==> config.mk <==
export PLATFORM = sky130hd
export DESIGN_NAME = sbcpt_timer
export DESIGN_NICKNAME = d
export VERILOG_FILES = /design/src/sbcpt_pkg.sv /design/src/sbcpt_pin_sync.sv /design/src/sbcpt_timer.sv
export SDC_FILE = /design/constraint.sdc
export NUM_CORES = 1
export LEC_CHECK = 0
export ABC_AREA = 1
export BUFFER_PORTS_ARGS = -buffer_cell sky130_fd_sc_hd__buf_2
export CAP_MARGIN = 25
export CORE_ASPECT_RATIO = 0.7
export CORE_MARGIN = 5
export CORE_UTILIZATION = 53
export CTS_CLUSTER_DIAMETER = 50
export DETAILED_ROUTE_END_ITERATION = 10
export PLACE_DENSITY = 0.81
export REMOVE_ABC_BUFFERS = 1
export SLEW_MARGIN = 20
export SYNTH_ARGS = -nofsm -noshare
export SYNTH_HDL_FRONTEND = slang
export SYNTH_SLANG_ARGS = --single-unit
==> constraint.sdc <==
create_clock -name core_clk -period 2.6 [get_ports core_clk]
set_clock_uncertainty 0.05 [all_clocks]
set_input_delay 0.26 -clock core_clk [delete_from_list [all_inputs] [get_ports core_clk]]
set_output_delay 0.26 -clock core_clk [all_outputs]
set_load 0.01 [all_outputs]
==> src/sbcpt_pkg.sv <==
// Constants shared by the 16-bit capture and PWM timer
package sbcpt_pkg;

  // ==========================================================
  // Widths and reset values
  localparam int          CNT_W     = 16;
  localparam int          PRE_W     = 8;
  localparam int          ST_N      = 4;
  localparam logic [15:0] CNT_RST   = 16'hFFFF;
  localparam logic [15:0] CNT_ZERO  = 16'h0000;
  localparam logic [15:0] CNT_ONE   = 16'h0001;
  localparam logic [7:0]  PRE_RST   = 8'h00;
  localparam logic [7:0]  PRE_ZERO  = 8'h00;
  localparam logic [7:0]  PRE_ONE   = 8'h01;

  // ==========================================================
  // Configuration and mode encodings
  localparam logic [2:0]  CFG_SPLIT = 3'h4;
  localparam logic [1:0]  MODE_ONE  = 2'h1;
  localparam logic [1:0]  MODE_PER  = 2'h2;
  localparam logic [1:0]  MODE_CAP  = 2'h3;
  localparam logic [1:0]  EVT_RISE  = 2'h0;
  localparam logic [1:0]  EVT_FALL  = 2'h1;
  localparam logic [1:0]  EVT_BOTH  = 2'h3;

  // ==========================================================
  // Status bit positions
  localparam int          ST_CM     = 0;
  localparam int          ST_CE     = 1;
  localparam int          ST_TO     = 2;
  localparam int          ST_SP     = 3;

endpackage : sbcpt_pkg

==> src/sbcpt_pin_sync.sv <==
// Capture pin synchroniser and edge detector
`timescale 1ns/1ps

module sbcpt_pin_sync (
  input  wire logic core_clk,
  input  wire logic srst,
  input  wire logic pin_async,
  output logic      rise_pulse,
  output logic      fall_pulse
);

  logic [1:0] sync_r;
  logic       prev_r;

  // ==========================================================
  // Two-flop synchroniser, then one more sample for comparison
  always_ff @(posedge core_clk) begin
    if (srst) begin
      sync_r <= 2'h0;
      prev_r <= 1'b0;
    end else begin
      sync_r <= {sync_r[0], pin_async};
      prev_r <= sync_r[1];
    end
  end

  // Edges from successive registered samples
  assign rise_pulse = sync_r[1] & ~prev_r;
  assign fall_pulse = ~sync_r[1] & prev_r;

endmodule : sbcpt_pin_sync

==> src/sbcpt_timer.sv <==
// What this block does
// - A new interval load taken while running is adopted the next cycle.
// - Stall freeze holds the counter until it is released.
// - Prescale P stretches each decrement to P+1 clocks in timed modes.
// - Edge count, edge time and PWM modes bypass the prescaler.
// - Capture select low gives edge counting on rise, fall or both.
// - Each edge decrements by one; reaching match sets count match status.
// - On match the counter reloads, enable clears, later edges are ignored.
// - Capture select high gives free-running edge timing, one edge kind.
// - Each selected edge copies the count and sets capture status.
// - Edge time counter keeps running and reloads at zero.
// - The captured count holds until the next selected edge.
// - PWM counts down, reloads after zero, raises no status.
// - PWM goes active at the load value, inactive at the match value.
// - PWM invert flips the output polarity.
// - Timed modes reload at zero, one-shot disables, timeout status set.
// - Reset puts counter and load at 0xFFFF, prescale at 0x00.
`timescale 1ns/1ps

module sbcpt_timer (
  input  wire logic        core_clk,
  input  wire logic        srst,
  input  wire logic [2:0]  split_config,
  input  wire logic [1:0]  timer_mode_field,
  input  wire logic        capture_mode_select,
  input  wire logic        alternate_mode_select,
  input  wire logic [1:0]  edge_event_select,
  input  wire logic        pwm_output_invert,
  input  wire logic        stall_freeze,
  input  wire logic        timer_enable_set,
  input  wire logic        timer_enable_clr,
  input  wire logic        interval_load_wr,
  input  wire logic [15:0] interval_load_wdata,
  input  wire logic        prescale_wr,
  input  wire logic [7:0]  prescale_wdata,
  input  wire logic [15:0] match_value,
  input  wire logic [3:0]  status_mask,
  input  wire logic [3:0]  status_clear,
  input  wire logic        capture_compare_pin_in,
  output logic             capture_compare_pin_out,
  output logic             capture_compare_pin_oe,
  output logic             timer_enable,
  output logic [15:0]      counter_value,
  output logic [15:0]      interval_load,
  output logic [7:0]       prescale_value,
  output logic [15:0]      captured_count,
  output logic             count_match_raw_status,
  output logic             count_match_masked_status,
  output logic             capture_event_raw_status,
  output logic             capture_event_masked_status,
  output logic             timeout_raw_status,
  output logic             timeout_masked_status
);

  localparam int CW = sbcpt_pkg::CNT_W;
  localparam int PW = sbcpt_pkg::PRE_W;
  localparam int SN = sbcpt_pkg::ST_N;

  logic [CW-1:0] cnt_r;
  logic [CW-1:0] cnt_nxt;
  logic [CW-1:0] load_r;
  logic [CW-1:0] cap_r;
  logic [CW-1:0] cap_nxt;
  logic [PW-1:0] presc_r;
  logic [PW-1:0] pre_r;
  logic [PW-1:0] pre_nxt;
  logic          en_r;
  logic          en_nxt;
  logic          pwm_r;
  logic          pwm_nxt;
  logic          ccp_out_r;
  logic          ccp_oe_r;
  logic [SN-1:0] st_set;
  logic [SN-1:0] raw_r;
  logic [SN-1:0] msk_r;
  logic          pin_rise;
  logic          pin_fall;

  // ==========================================================
  // Pin synchroniser and edge detector
  sbcpt_pin_sync u_sync (
    .core_clk   (core_clk),
    .srst       (srst),
    .pin_async  (capture_compare_pin_in),
    .rise_pulse (pin_rise),
    .fall_pulse (pin_fall)
  );

  // ==========================================================
  // Mode decode
  wire cfg_ok    = (split_config == sbcpt_pkg::CFG_SPLIT);
  wire mode_per  = (timer_mode_field == sbcpt_pkg::MODE_PER);
  wire mode_one  = (timer_mode_field == sbcpt_pkg::MODE_ONE);
  wire mode_cap  = (timer_mode_field == sbcpt_pkg::MODE_CAP);
  wire pwm_sel   = cfg_ok & mode_per & alternate_mode_select
                 & ~capture_mode_select;
  wire timed_sel = cfg_ok & (mode_one | mode_per) & ~pwm_sel;
  wire count_sel = cfg_ok & mode_cap & ~capture_mode_select;
  wire time_sel  = cfg_ok & mode_cap & capture_mode_select;
  wire run_w     = en_r & ~stall_freeze;

  // Edge selection; edge time never takes both edges
  wire ev_rise   = (edge_event_select == sbcpt_pkg::EVT_RISE)
                 | (edge_event_select == sbcpt_pkg::EVT_BOTH);
  wire ev_fall   = (edge_event_select == sbcpt_pkg::EVT_FALL)
                 | ((edge_event_select == sbcpt_pkg::EVT_BOTH)
                    & ~time_sel);
  wire edge_w    = (pin_rise & ev_rise) | (pin_fall & ev_fall);

  // Shared counter terms
  wire [CW-1:0] dec_w    = cnt_r - sbcpt_pkg::CNT_ONE;
  wire          zero_w   = (cnt_r == sbcpt_pkg::CNT_ZERO);
  wire          pre_zero = (pre_r == sbcpt_pkg::PRE_ZERO);
  wire          cm_hit   = run_w & count_sel & edge_w
                         & (dec_w == match_value);
  wire          cap_evt  = run_w & time_sel & edge_w;

  // ==========================================================
  // Next-state of counter, prescaler, enable and capture
  always_comb begin
    cnt_nxt = cnt_r;
    pre_nxt = pre_r;
    cap_nxt = cap_r;
    en_nxt  = en_r;
    st_set  = '0;
    if (timer_enable_set) begin
      en_nxt = 1'b1;
    end
    if (timer_enable_clr) begin
      en_nxt = 1'b0;
    end
    if (run_w && timed_sel) begin
      if (!pre_zero) begin
        pre_nxt = pre_r - sbcpt_pkg::PRE_ONE;
      end else if (zero_w) begin
        cnt_nxt = load_r;
        pre_nxt = presc_r;
        st_set[sbcpt_pkg::ST_TO] = 1'b1;
        if (mode_one) begin
          en_nxt = 1'b0;
        end
      end else begin
        cnt_nxt = dec_w;
        pre_nxt = presc_r;
      end
    end
    if (run_w && (pwm_sel || time_sel)) begin
      cnt_nxt = zero_w ? load_r : dec_w;
    end
    if (run_w && count_sel && edge_w) begin
      if (cm_hit) begin
        cnt_nxt = load_r;
        en_nxt  = 1'b0;
        st_set[sbcpt_pkg::ST_CM] = 1'b1;
      end else begin
        cnt_nxt = dec_w;
      end
    end
    if (cap_evt) begin
      cap_nxt = cnt_r;
      st_set[sbcpt_pkg::ST_CE] = 1'b1;
    end
    if (interval_load_wr) begin
      cnt_nxt = interval_load_wdata;
    end
  end

  // PWM level: active at load value, inactive at match value
  always_comb begin
    pwm_nxt = pwm_r;
    if (!pwm_sel) begin
      pwm_nxt = 1'b0;
    end else if (cnt_r == load_r) begin
      pwm_nxt = 1'b1;
    end else if (cnt_r == match_value) begin
      pwm_nxt = 1'b0;
    end
  end

  // ==========================================================
  // Core registers
  always_ff @(posedge core_clk) begin
    if (srst) begin
      cnt_r   <= sbcpt_pkg::CNT_RST;
      load_r  <= sbcpt_pkg::CNT_RST;
      presc_r <= sbcpt_pkg::PRE_RST;
      pre_r   <= sbcpt_pkg::PRE_RST;
      cap_r   <= sbcpt_pkg::CNT_RST;
      en_r    <= 1'b0;
    end else begin
      cnt_r   <= cnt_nxt;
      load_r  <= interval_load_wr ? interval_load_wdata : load_r;
      presc_r <= prescale_wr ? prescale_wdata : presc_r;
      pre_r   <= pre_nxt;
      cap_r   <= cap_nxt;
      en_r    <= en_nxt;
    end
  end

  // PWM pin drive, inverted on request
  always_ff @(posedge core_clk) begin
    if (srst) begin
      pwm_r     <= 1'b0;
      ccp_out_r <= 1'b0;
      ccp_oe_r  <= 1'b0;
    end else begin
      pwm_r     <= pwm_nxt;
      ccp_out_r <= pwm_sel & (pwm_nxt ^ pwm_output_invert);
      ccp_oe_r  <= pwm_sel;
    end
  end

  // ==========================================================
  // Sticky status bits: a set in the clear cycle wins
  genvar gi;
  generate
    for (gi = 0; gi < SN; gi++) begin : g_st
      always_ff @(posedge core_clk) begin
        if (srst) begin
          raw_r[gi] <= 1'b0;
          msk_r[gi] <= 1'b0;
        end else begin
          raw_r[gi] <= st_set[gi] | (raw_r[gi] & ~status_clear[gi]);
          msk_r[gi] <= (st_set[gi] | (raw_r[gi] & ~status_clear[gi]))
                       & status_mask[gi];
        end
      end
    end
  endgenerate

  // Spare status position never sets
  wire unused_spare = raw_r[sbcpt_pkg::ST_SP] | msk_r[sbcpt_pkg::ST_SP];

  // ==========================================================
  // Outputs, each straight from a flop
  assign capture_compare_pin_out     = ccp_out_r;
  assign capture_compare_pin_oe      = ccp_oe_r;
  assign timer_enable                = en_r;
  assign counter_value               = cnt_r;
  assign interval_load               = load_r;
  assign prescale_value              = presc_r;
  assign captured_count              = cap_r;
  assign count_match_raw_status      = raw_r[sbcpt_pkg::ST_CM];
  assign count_match_masked_status   = msk_r[sbcpt_pkg::ST_CM];
  assign capture_event_raw_status    = raw_r[sbcpt_pkg::ST_CE];
  assign capture_event_masked_status = msk_r[sbcpt_pkg::ST_CE];
  assign timeout_raw_status          = raw_r[sbcpt_pkg::ST_TO];
  assign timeout_masked_status       = msk_r[sbcpt_pkg::ST_TO];
endmodule : sbcpt_timer

==> impl_metrics.yaml, run 1 <==
grt:
  antenna_found_initial: 0
  grt_start_max_net_pins: 57
  grt_pass1_vias: 5104
  grt.overflow.total: 0
  grtUsageTotal: 0.293
  grt_pass1_wl_mm: 25.3
routing:
  viasPerCell: 5.47
  wl_mm: 16.1
  first_pass_iters: 5
  drc: 0
  ant_nets: 0
  drt_iter0_markers: 510
  wire_per_inst_um: 16.1
  num_vias: 5468
sta:
  final.setup.worst_slack_ns: 0.0765
  slew_violations: 0
  max_slew_margin: 0.589
  hold_slack_ns: 0.0254
  fmax_mhz: 396
  min_period_ns: 2.52
  hold_viol_final: 0
  worstMarginPinSlew_ns: 0.610
  tns_ns: 0
  fin_crit_sh: 0.971
  setup_violations: 0
run:
  maxCapViolCount: 0
setup_path:
  rr_startpoint: "counter_value[7]"
  worstRegToRegCells: 17
  worstSetupStartpointType: "register"
  path_class: "reg -> reg"
  path_max_fanout: 9
  r2r-end: "counter_value[9]"
  critPathArrivalTime_ns: 2.70
  end_kind: "register"
  regToRegSetupSlack_ns: 0.08
  cp_data_required_time_ns: 2.78
power_and_ir_drop:
  power_density_nw_per_um2: 538
  p_sw_mw: 0.935
  clkPwrFrac: 0.430
  ir_worst_vdd_mv: 0.462
  p_sw_frac: 0.288
  p_leak_nw: 3.18
  p_seq_frac: 0.402
  pwr-share-comb: 0.168
  p_int_mw: 2.31
layout:
  areaGrowthSynthToFinish_pct: 27.1
  nets: 948
  final_cell_area_um2: 6040
  seq_area_um2: 1540
  multi_input_area_um2: 2750
  fin_util: 0.701
  diodes: 0
  nFillCells: 766
  layout-drive-gt1-share: 0.239
yosys:
  syn_inst: 737
  synth_common_cells: "nand2_1 (215), inv_1 (92), dfxtp_1 (77)"
  syn_area_um2: 4760
  yosysMostFrequentCell: "nand2_1"
  yosysWarnings: 0
  ys.flop_type: "dfxtp_1"
  ys_async_sr_fraction: 0
  synth_top_family_by_area: "simple AND/OR/NAND/NOR gates"
  syn_area_per_cell_um2: 6.45
  synth_fa_ha_area_frac: 0.0210
  muxShareOfSynthArea: 0
  synth_cell_types: 41
  yosys.area.top_type: "dfxtp_1"
  synth_edf_count: 0
  synthSimpleGateAreaFrac: 0.352
  synthXorXnorAreaFrac: 0.0479
  ys_ff_latch: 77
  netlist.area_leader.share: 0.324
  ys_seq_area_frac: 0.324
  yosys-top-cells-area: "dfxtp_1 (32%), nand2_1 (17%), inv_1 (7.3%), nand3_1 (5.7%), nor2_1 (5.3%)"
  synth_compound_area_frac: 0.145
floorplan:
  dieHeight_um: 89.3
  rows: 28
  start_util: 0.552
  io_pins: 131
  die_w_um: 123
  core-area_um2: 8620
  die_area_um2: 11000
min_path:
  whs_path_depth: 2
  min_to: "timer_enable"
  hp-start: "timer_enable_clr"
  hold_class: "in -> reg"
placement:
  pre_cts_ws_ns: 0.183
  dp.final_hpwl_mm: 11.6
  portBuffers: 128
  gp_congestion: 0.933
  dpl_cell_area_um2: 5520
clocking:
  clkTransAtPathRegs_ns: 0.06
  root_buffer: "clkbuf_16"
  cts_sinks: 77
  cts_tree: "yes"
  clock_latency_ns: 0.34
  htree_levels: 3
  numCtsBuffers: 9
  cts_buffer_depth: 2
outcome:
  status: "finished clean"
==> how the worst max path moves through the flow <==
| stage | depth (start not counted) | endpoint | start |
|---|---|---|---|
| final | 17 | counter_value[9] | counter_value[7] |
| after global routing | 17 | counter_value[1] | counter_value[7] |
| after CTS | 19 | counter_value[10] | counter_value[1] |
| after detailed placement | 19 | counter_value[11] | counter_value[1] |
| after global placement | 17 | counter_value[11] | counter_value[1] |
| after floorplan | 18 | counter_value[11] | counter_value[0] |
==> power by group through the flow <==
| stage | clock network, mW | registers (mW) | logic, mW |
|---|---|---|---|
| 2_1_floorplan | 0 | 1.33 | 0.286 |
| 3_3_place_gp | 0 | 1.33 | 0.503 |
| 3_5_place_dp | 0 | 1.33 | 0.515 |
| 4_1_cts | 1.41 | 1.30 | 0.521 |
| 5_1_grt | 1.48 | 1.31 | 0.604 |
| 6_report | 1.40 | 1.31 | 0.545 |
==> critical path: stages (launching register included) <==
cell	delay (ns)
dfxtp_1	0.47
nor2_4	0.24
nand2_1	0.10
nor2_1	0.21
nand2_2	0.10
nand2_1	0.07
nand2_1	0.06
nor2_2	0.12
nand3_2	0.11
nor2_4	0.23
buf_4	0.17
nand2_4	0.11
nand2_1	0.08
nand3_1	0.06
nand2_1	0.07
nand2_1	0.05
nand2_1	0.06
nand2_1	0.06
==> flip-flops by register name (all words and copies together) (netlist names), 2 cells and up <==
| signal | flops |
|---|---|
| captured_count | 16 |
| prescale_value | 8 |
| interval_load | 16 |
| u_sync.sync_r | 2 |
| counter_value | 16 |
| pre_r | 8 |
==> metal layers <==
layer | GRT usage | wire length (um) | vias to the layer above | part of all wire
li1 | - | - | 2643 | -
met1 | 0.419 | 7070 | 2498 | 0.44
met2 | 0.443 | 6940 | 293 | 0.43
met3 | 0.0633 | 1760 | 34 | 0.11
met4 | 0.0925 | 304 | 0 | 0.019
met5 | 0 | 0 | - | 0
==> timing repair <==
item / CTS / global route
setup endpoints to repair: 0 / 18
hold buffers: 0 / 0
gates resized for setup: 0 / 17
buffers inserted: 0 / 11
==> per-stage QoR <==
stage | std cells | power [mW]
after global placement | 971 | 1.83
after floorplan | 707 | 1.61
after detailed placement | 971 | 1.84
after CTS | 987 | 3.24
final | 999 | 3.25
after global routing | 999 | 3.39
==> cell usage in the layout, fill, tap and decap left out, types with 2 or more instances in the layout <==
master and instances:
a221oi_1 4, ha_1 7, buf_2 128, dfxtp_1 76, nand2_2 7, o22ai_1 6, nor2_1 64, nor4_1 3
o21ai_0 43, inv_2 5, nor3b_1 3, nand3b_1 3, clkbuf_16 9, xor2_1 16, nand2_1 212, a21oi_1 25
o211ai_1 28, nand3_2 4, nor2_4 6, nand4_1 8, a22oi_1 2, inv_1 91, nor2_2 11, buf_12 3
nor3_1 4, clkinv_4 2, clkinv_1 3, buf_4 22, bufinv_16 2, buf_8 2, xnor2_1 10, nand3_1 54
==> cell type report <==
type,count,share of cell area
clock buffers,10,0.0395
clock inverters,6,0.0155
inverters,99,0.0615
multi-input cells,532,0.455
flip-flops and latches,77,0.255
well taps,120,0.0248
repair buffers,155,0.148
==> kinds of logic (layout without fill, tap and decap cells) <==
group | after synthesis | in the layout
XOR/XNOR | 26 | 26
flip-flops | 77 | 77
AND/OR/NAND/NOR | 382 | 383
buffers and inverters | 129 | 270
AO/OA/AOI/OAI | 115 | 115
adder cells (fa/ha/maj) | 8 | 8
Power figures use the tool's default switching activity.
==> inputs of run 2 (changes only) <==
--- a/config.mk
+++ b/config.mk
@@ -14,6 +14,7 @@
 export CTS_CLUSTER_DIAMETER = 50
 export DETAILED_ROUTE_END_ITERATION = 10
 export PLACE_DENSITY = 0.81
+export RECOVER_POWER = 100
 export REMOVE_ABC_BUFFERS = 1
 export SLEW_MARGIN = 20
 export SYNTH_ARGS = -nofsm -noshare
==> run 2 against run 1 <==
Via count rose by 0.29%. Clock power barely moved. Total power fell by 0.24%. Sequential share of layout area rose by 0.38 points. Sequential cell count did not move. Die area did not move. Clock-buffer cell count did not move. Combinational power fell by 2%. Sequential power barely moved. Wire length rose by 0.27%.
==> impl_metrics.yaml, run 2 (synthesis results as in run 1) <==
outcome:
  status: "finished clean"
sta:
  tns_ns: 0
  hold_viol_final: 0
  fmax_mhz: 398
  fin_crit_sh: 0.966
  max_slew_margin: 0.279
  setup_violations: 0
  slew_violations: 0
  worstMarginPinSlew_ns: 1.08
  min_period_ns: 2.51
routing:
  first_pass_iters: 5
  ant_nets: 0
  drt_iter0_markers: 523
  wl_mm: 16.1
  num_vias: 5484
  wire_per_inst_um: 16.1
  viasPerCell: 5.49
  drc: 0
grt:
  grt_start_max_net_pins: 57
  grt_pass1_vias: 5104
  grt.overflow.total: 0
  grtUsageTotal: 0.293
  grt_pass1_wl_mm: 25.3
  antenna_found_initial: 0
floorplan:
  die_w_um: 123
  dieHeight_um: 89.3
  rows: 28
  io_pins: 131
  die_area_um2: 11000
  start_util: 0.552
  core-area_um2: 8620
layout:
  nets: 948
  areaGrowthSynthToFinish_pct: 25.2
  fin_util: 0.691
  seq_area_um2: 1540
  multi_input_area_um2: 2750
  layout-drive-gt1-share: 0.165
  final_common_cell: "nand2_1"
  diodes: 0
  final_cell_mix: "nand2_1 (212), inv_1 (91), dfxtp_1 (76), buf_2 (65), clkbuf_1 (65)"
  nFillCells: 807
clocking:
  cts_sinks: 77
  clock_latency_ns: 0.34
  root_buffer: "clkbuf_16"
  htree_levels: 3
  cts_buffer_depth: 2
  cts_tree: "yes"
  clkTransAtPathRegs_ns: 0.06
  numCtsBuffers: 9
  cts_hold_buffers: 0
setup_path:
  worstSetupStartpointType: "register"
  path_max_fanout: 9
  regToRegSetupSlack_ns: 0.09
  crit_path_max_incr_delay_ns: 0.48
  worstRegToRegCells: 17
  rr_startpoint: "counter_value[7]"
  r2r-end: "counter_value[9]"
  end_kind: "register"
  slowest_stage: "dfxtp_1"
  critPathArrivalTime_ns: 2.70
  cp_data_required_time_ns: 2.78
  crit_chain: "nor2_4 > nand2_1 > nor2_1 > nand2_2 > nand2_1 > nand2_1 > nor2_2 > nand3_2 > nor2_4 > buf_4 > nand2_4 > nand2_1 > nand3_1 > nand2_1 > nand2_1 > nand2_1 > nand2_1"
  path_common_cell: "nand2_1"
  path_class: "reg -> reg"
power_and_ir_drop:
  p_leak_nw: 3.03
  finalPower_mw: 3.24
  power_density_nw_per_um2: 544
  ir_worst_vdd_mv: 0.459
placement:
  gp_congestion: 0.933
  dp.final_hpwl_mm: 11.6
  portBuffers: 128
min_path:
  hp-start: "timer_enable_clr"
  min_to: "timer_enable"
  whs_path_depth: 2
  hold_class: "in -> reg"
run:
  maxCapViolCount: 0
[run 2: cell types whose count changed in the layout (fill, tap and decap cells not counted), sizes merged]
| cell | change |
|---|---|
| buf | -66 |
| clkbuf | +66 |
[run 2: final cells by class]
type / instances / share of cell area
multi-input cells: 532 / 0.462
flip-flops and latches: 77 / 0.259
repair buffers: 155 / 0.136
inverters: 99 / 0.0624
clock buffers: 10 / 0.0401
well taps: 120 / 0.0252
clock inverters: 6 / 0.0158
[run 2: metal layers]
layer	GRT usage	vias to the layer above	routed length (um)	share of wire
met2	0.443	300	6910	0.43
met1	0.419	2501	7140	0.44
met4	0.0925	0	334	0.021
li1	-	2647	-	-
met5	0	-	0	0
met3	0.0633	36	1740	0.11
[run 2: worst max-delay path by stage]
stage,from,end,slack (ns),cells past startpoint
after CTS,counter_value[1],counter_value[10],0.12,19
after detailed placement,counter_value[1],counter_value[11],0.18,19
after global placement,counter_value[1],counter_value[11],0.21,17
after global routing,counter_value[7],counter_value[1],-0.05,17
after floorplan,counter_value[0],counter_value[11],0.32,18
final,counter_value[7],counter_value[9],0.09,17
[run 2: where the power goes]
part | switching (mW) | total (mW) | internal [mW]
Clock | 0.526 | 1.40 | 0.873
Sequential | 0.0794 | 1.31 | 1.23
Combinational | 0.333 | 0.533 | 0.200
Total | 0.938 | 3.24 | 2.30
[run 2: metrics by stage]
step	hold slack [ns]	std cells	area, um^2	setup slack, ns
final	0.0224	999	5950	0.0871
after global routing	0.0379	999	5950	-0.0467
after CTS	0.0240	987	5850	0.121
after detailed placement	0.346	971	5520	0.183
after global placement	0.339	971	5520	0.208
after floorplan	0.279	707	4610	0.318
[run 2: timing repair]
item                                    4_1_cts  5_1_grt
buffers inserted                              0       11
gates resized for setup                       0       17
endpoints found under the setup margin        0       18
[run 2: worst max-delay path, delay by kind of cell (launching register included)]
family                 cells  cell delay [ns]
and+or+nand+nor           16             1.69
DFF                        1             0.48
buffers and inverters      1             0.18
==> inputs of run 3 (changes only) <==
--- a/config.mk
+++ b/config.mk
@@ -10,10 +10,10 @@
 export CAP_MARGIN = 25
 export CORE_ASPECT_RATIO = 0.7
 export CORE_MARGIN = 5
-export CORE_UTILIZATION = 53
+export CORE_UTILIZATION = 50
 export CTS_CLUSTER_DIAMETER = 50
 export DETAILED_ROUTE_END_ITERATION = 10
-export PLACE_DENSITY = 0.81
+export PLACE_DENSITY = 0.77
 export RECOVER_POWER = 100
 export REMOVE_ABC_BUFFERS = 1
 export SLEW_MARGIN = 20
==> run 3 against run 2 <==
Register-to-register slack hardly changed. Global-route usage is 2.5 points lower. Wire length increased by 2.6%. First-iteration DRC count rose by 17%. Design area down 0.13%. Hold slack got worse by 0.0030 ns. Sequential share of layout area about the same. Sequential power barely moved. Die area rose by 5.4%. Clock power fell by 7%. Critical path depth shrank 1. Cell count rose by 0.60%. Largest power group is now registers.
==> impl_metrics.yaml, run 3 (synthesis results as in run 1) <==
power_and_ir_drop:
  ir_worst_vdd_mv: 0.466
  finalPower_mw: 3.15
  p_leak_nw: 3.04
  p_int_mw: 2.20
  p_seq_frac: 0.414
  pwr-share-comb: 0.172
  clkPwrFrac: 0.414
  power_density_nw_per_um2: 530
  p_sw_frac: 0.300
  p_sw_mw: 0.945
grt:
  grt.overflow.total: 0
  grt_pass1_wl_mm: 25.2
  grt_pass1_vias: 4938
  antenna_found_initial: 0
  grt_start_max_net_pins: 57
  grtUsageTotal: 0.268
sta:
  fmax_mhz: 400
  hold_viol_final: 0
  tns_ns: 0
  fin_crit_sh: 0.962
  hold_slack_ns: 0.0194
  max_slew_margin: 0.262
  worstMarginPinSlew_ns: 1.11
  min_period_ns: 2.50
  slew_violations: 0
  final.setup.worst_slack_ns: 0.0984
  setup_violations: 0
clocking:
  htree_levels: 3
  cts_sinks: 77
  root_buffer: "clkbuf_16"
  cts_tree: "yes"
  clkTransAtPathRegs_ns: 0.06
  clock_latency_ns: 0.34
  numCtsBuffers: 9
  cts_buffer_depth: 2
  cts_hold_buffers: 0
min_path:
  whs_path_depth: 2
  hold_class: "in -> reg"
  min_to: "timer_enable"
  hp-start: "timer_enable_clr"
floorplan:
  dieHeight_um: 91.6
  die_w_um: 127
  die_area_um2: 11600
  rows: 29
  io_pins: 131
  start_util: 0.518
  core-area_um2: 9180
layout:
  final_cell_mix: "nand2_1 (212), inv_1 (90), dfxtp_1 (76), clkbuf_1 (67)"
  areaGrowthSynthToFinish_pct: 25.0
  diodes: 0
  final_cell_area_um2: 5950
  finalNonFillerCells: 1005
  fin_util: 0.648
  nFillCells: 910
  layout-drive-gt1-share: 0.166
  nets: 950
  final_common_cell: "nand2_1"
setup_path:
  slowest_stage: "dfxtp_1"
  cp_top_family: "simple AND/OR/NAND/NOR gates"
  path_max_fanout: 9
  crit_chain: "buf_4 > nor2_2 > nand2_4 > nor2_4 > nand2_1 > nand2_1 > nand3_1 > nor2_2 > nand3_2 > nor2_4 > buf_12 > nand2_4 > nand3_1 > nand2_1 > o21ai_1 > nand3_1"
  regToRegSetupSlack_ns: 0.1
  worstSetupStartpointType: "register"
  end_kind: "register"
  worstRegToRegCells: 16
  cp.buffers_inverters: 2
  rr_startpoint: "counter_value[1]"
  cp_data_required_time_ns: 2.73
  critPathArrivalTime_ns: 2.63
  r2r-end: "counter_value[15]"
  crit_path_max_incr_delay_ns: 0.32
  path_class: "reg -> reg"
routing:
  ant_nets: 0
  num_vias: 5438
  wl_mm: 16.5
  first_pass_iters: 5
  drc: 0
  drt_iter0_markers: 612
  wire_per_inst_um: 16.5
  viasPerCell: 5.41
placement:
  dp.final_hpwl_mm: 11.7
  placed_cells: 977
  portBuffers: 128
  gp_congestion: 0.933
  pre_cts_ws_ns: 0.157
  dpl_cell_area_um2: 5540
run:
  maxCapViolCount: 0
outcome:
  status: "finished clean"
-- run 3: changes by cell type in the layout (fill, tap and decap cells not counted), sizes merged --
| cell | previous run | this run |
|---|---|---|
| clkinvlp | 1 | 2 |
| nand2 | 221 | 222 |
| bufinv | 2 | 1 |
| clkinv | 5 | 4 |
| buf | 89 | 87 |
| clkbuf | 76 | 79 |
| nor2 | 82 | 83 |
-- run 3: power groups by stage --
stage | clock network (mW) | registers [mW] | logic, mW
2_1_floorplan | 0 | 1.33 | 0.286
3_3_place_gp | 0 | 1.32 | 0.507
3_5_place_dp | 0 | 1.33 | 0.519
4_1_cts | 1.30 | 1.30 | 0.523
5_1_grt | 1.36 | 1.31 | 0.600
6_report | 1.30 | 1.30 | 0.541
-- run 3: worst max-delay path by stage --
stage               depth (start not counted)  slack (ns)              from                 to
floorplan                                  18        0.32  counter_value[0]  counter_value[11]
global placement                           19        0.23  counter_value[1]  counter_value[11]
detailed placement                         19        0.16  counter_value[1]  counter_value[11]
CTS                                        19        0.14  counter_value[1]  counter_value[11]
global route                               20       -0.09  counter_value[1]   counter_value[5]
finish                                     16         0.1  counter_value[1]  counter_value[15]
-- run 3: final cells by class --
cell class	count	area, um^2	area share
clock buffer	11	243	0.0408
clock inverter	5	58.8	0.00989
inverter	99	372	0.0625
multi-input combinational	534	2780	0.467
sequential	77	1540	0.259
tap	124	155	0.0261
timing repair buffer	155	798	0.134
-- run 3: metal layers --
metal | share of wire | global-route usage
met1 | 0.45 | 0.378
met2 | 0.43 | 0.412
met3 | 0.11 | 0.0686
met4 | 0.011 | 0.0607
met5 | 0 | 0
-- run 3: repair_timing --
| item | 4_1_cts | 5_1_grt |
|---|---|---|
| gates resized for setup | 0 | 19 |
| setup endpoints to repair | 0 | 17 |
| buffers inserted | 0 | 8 |
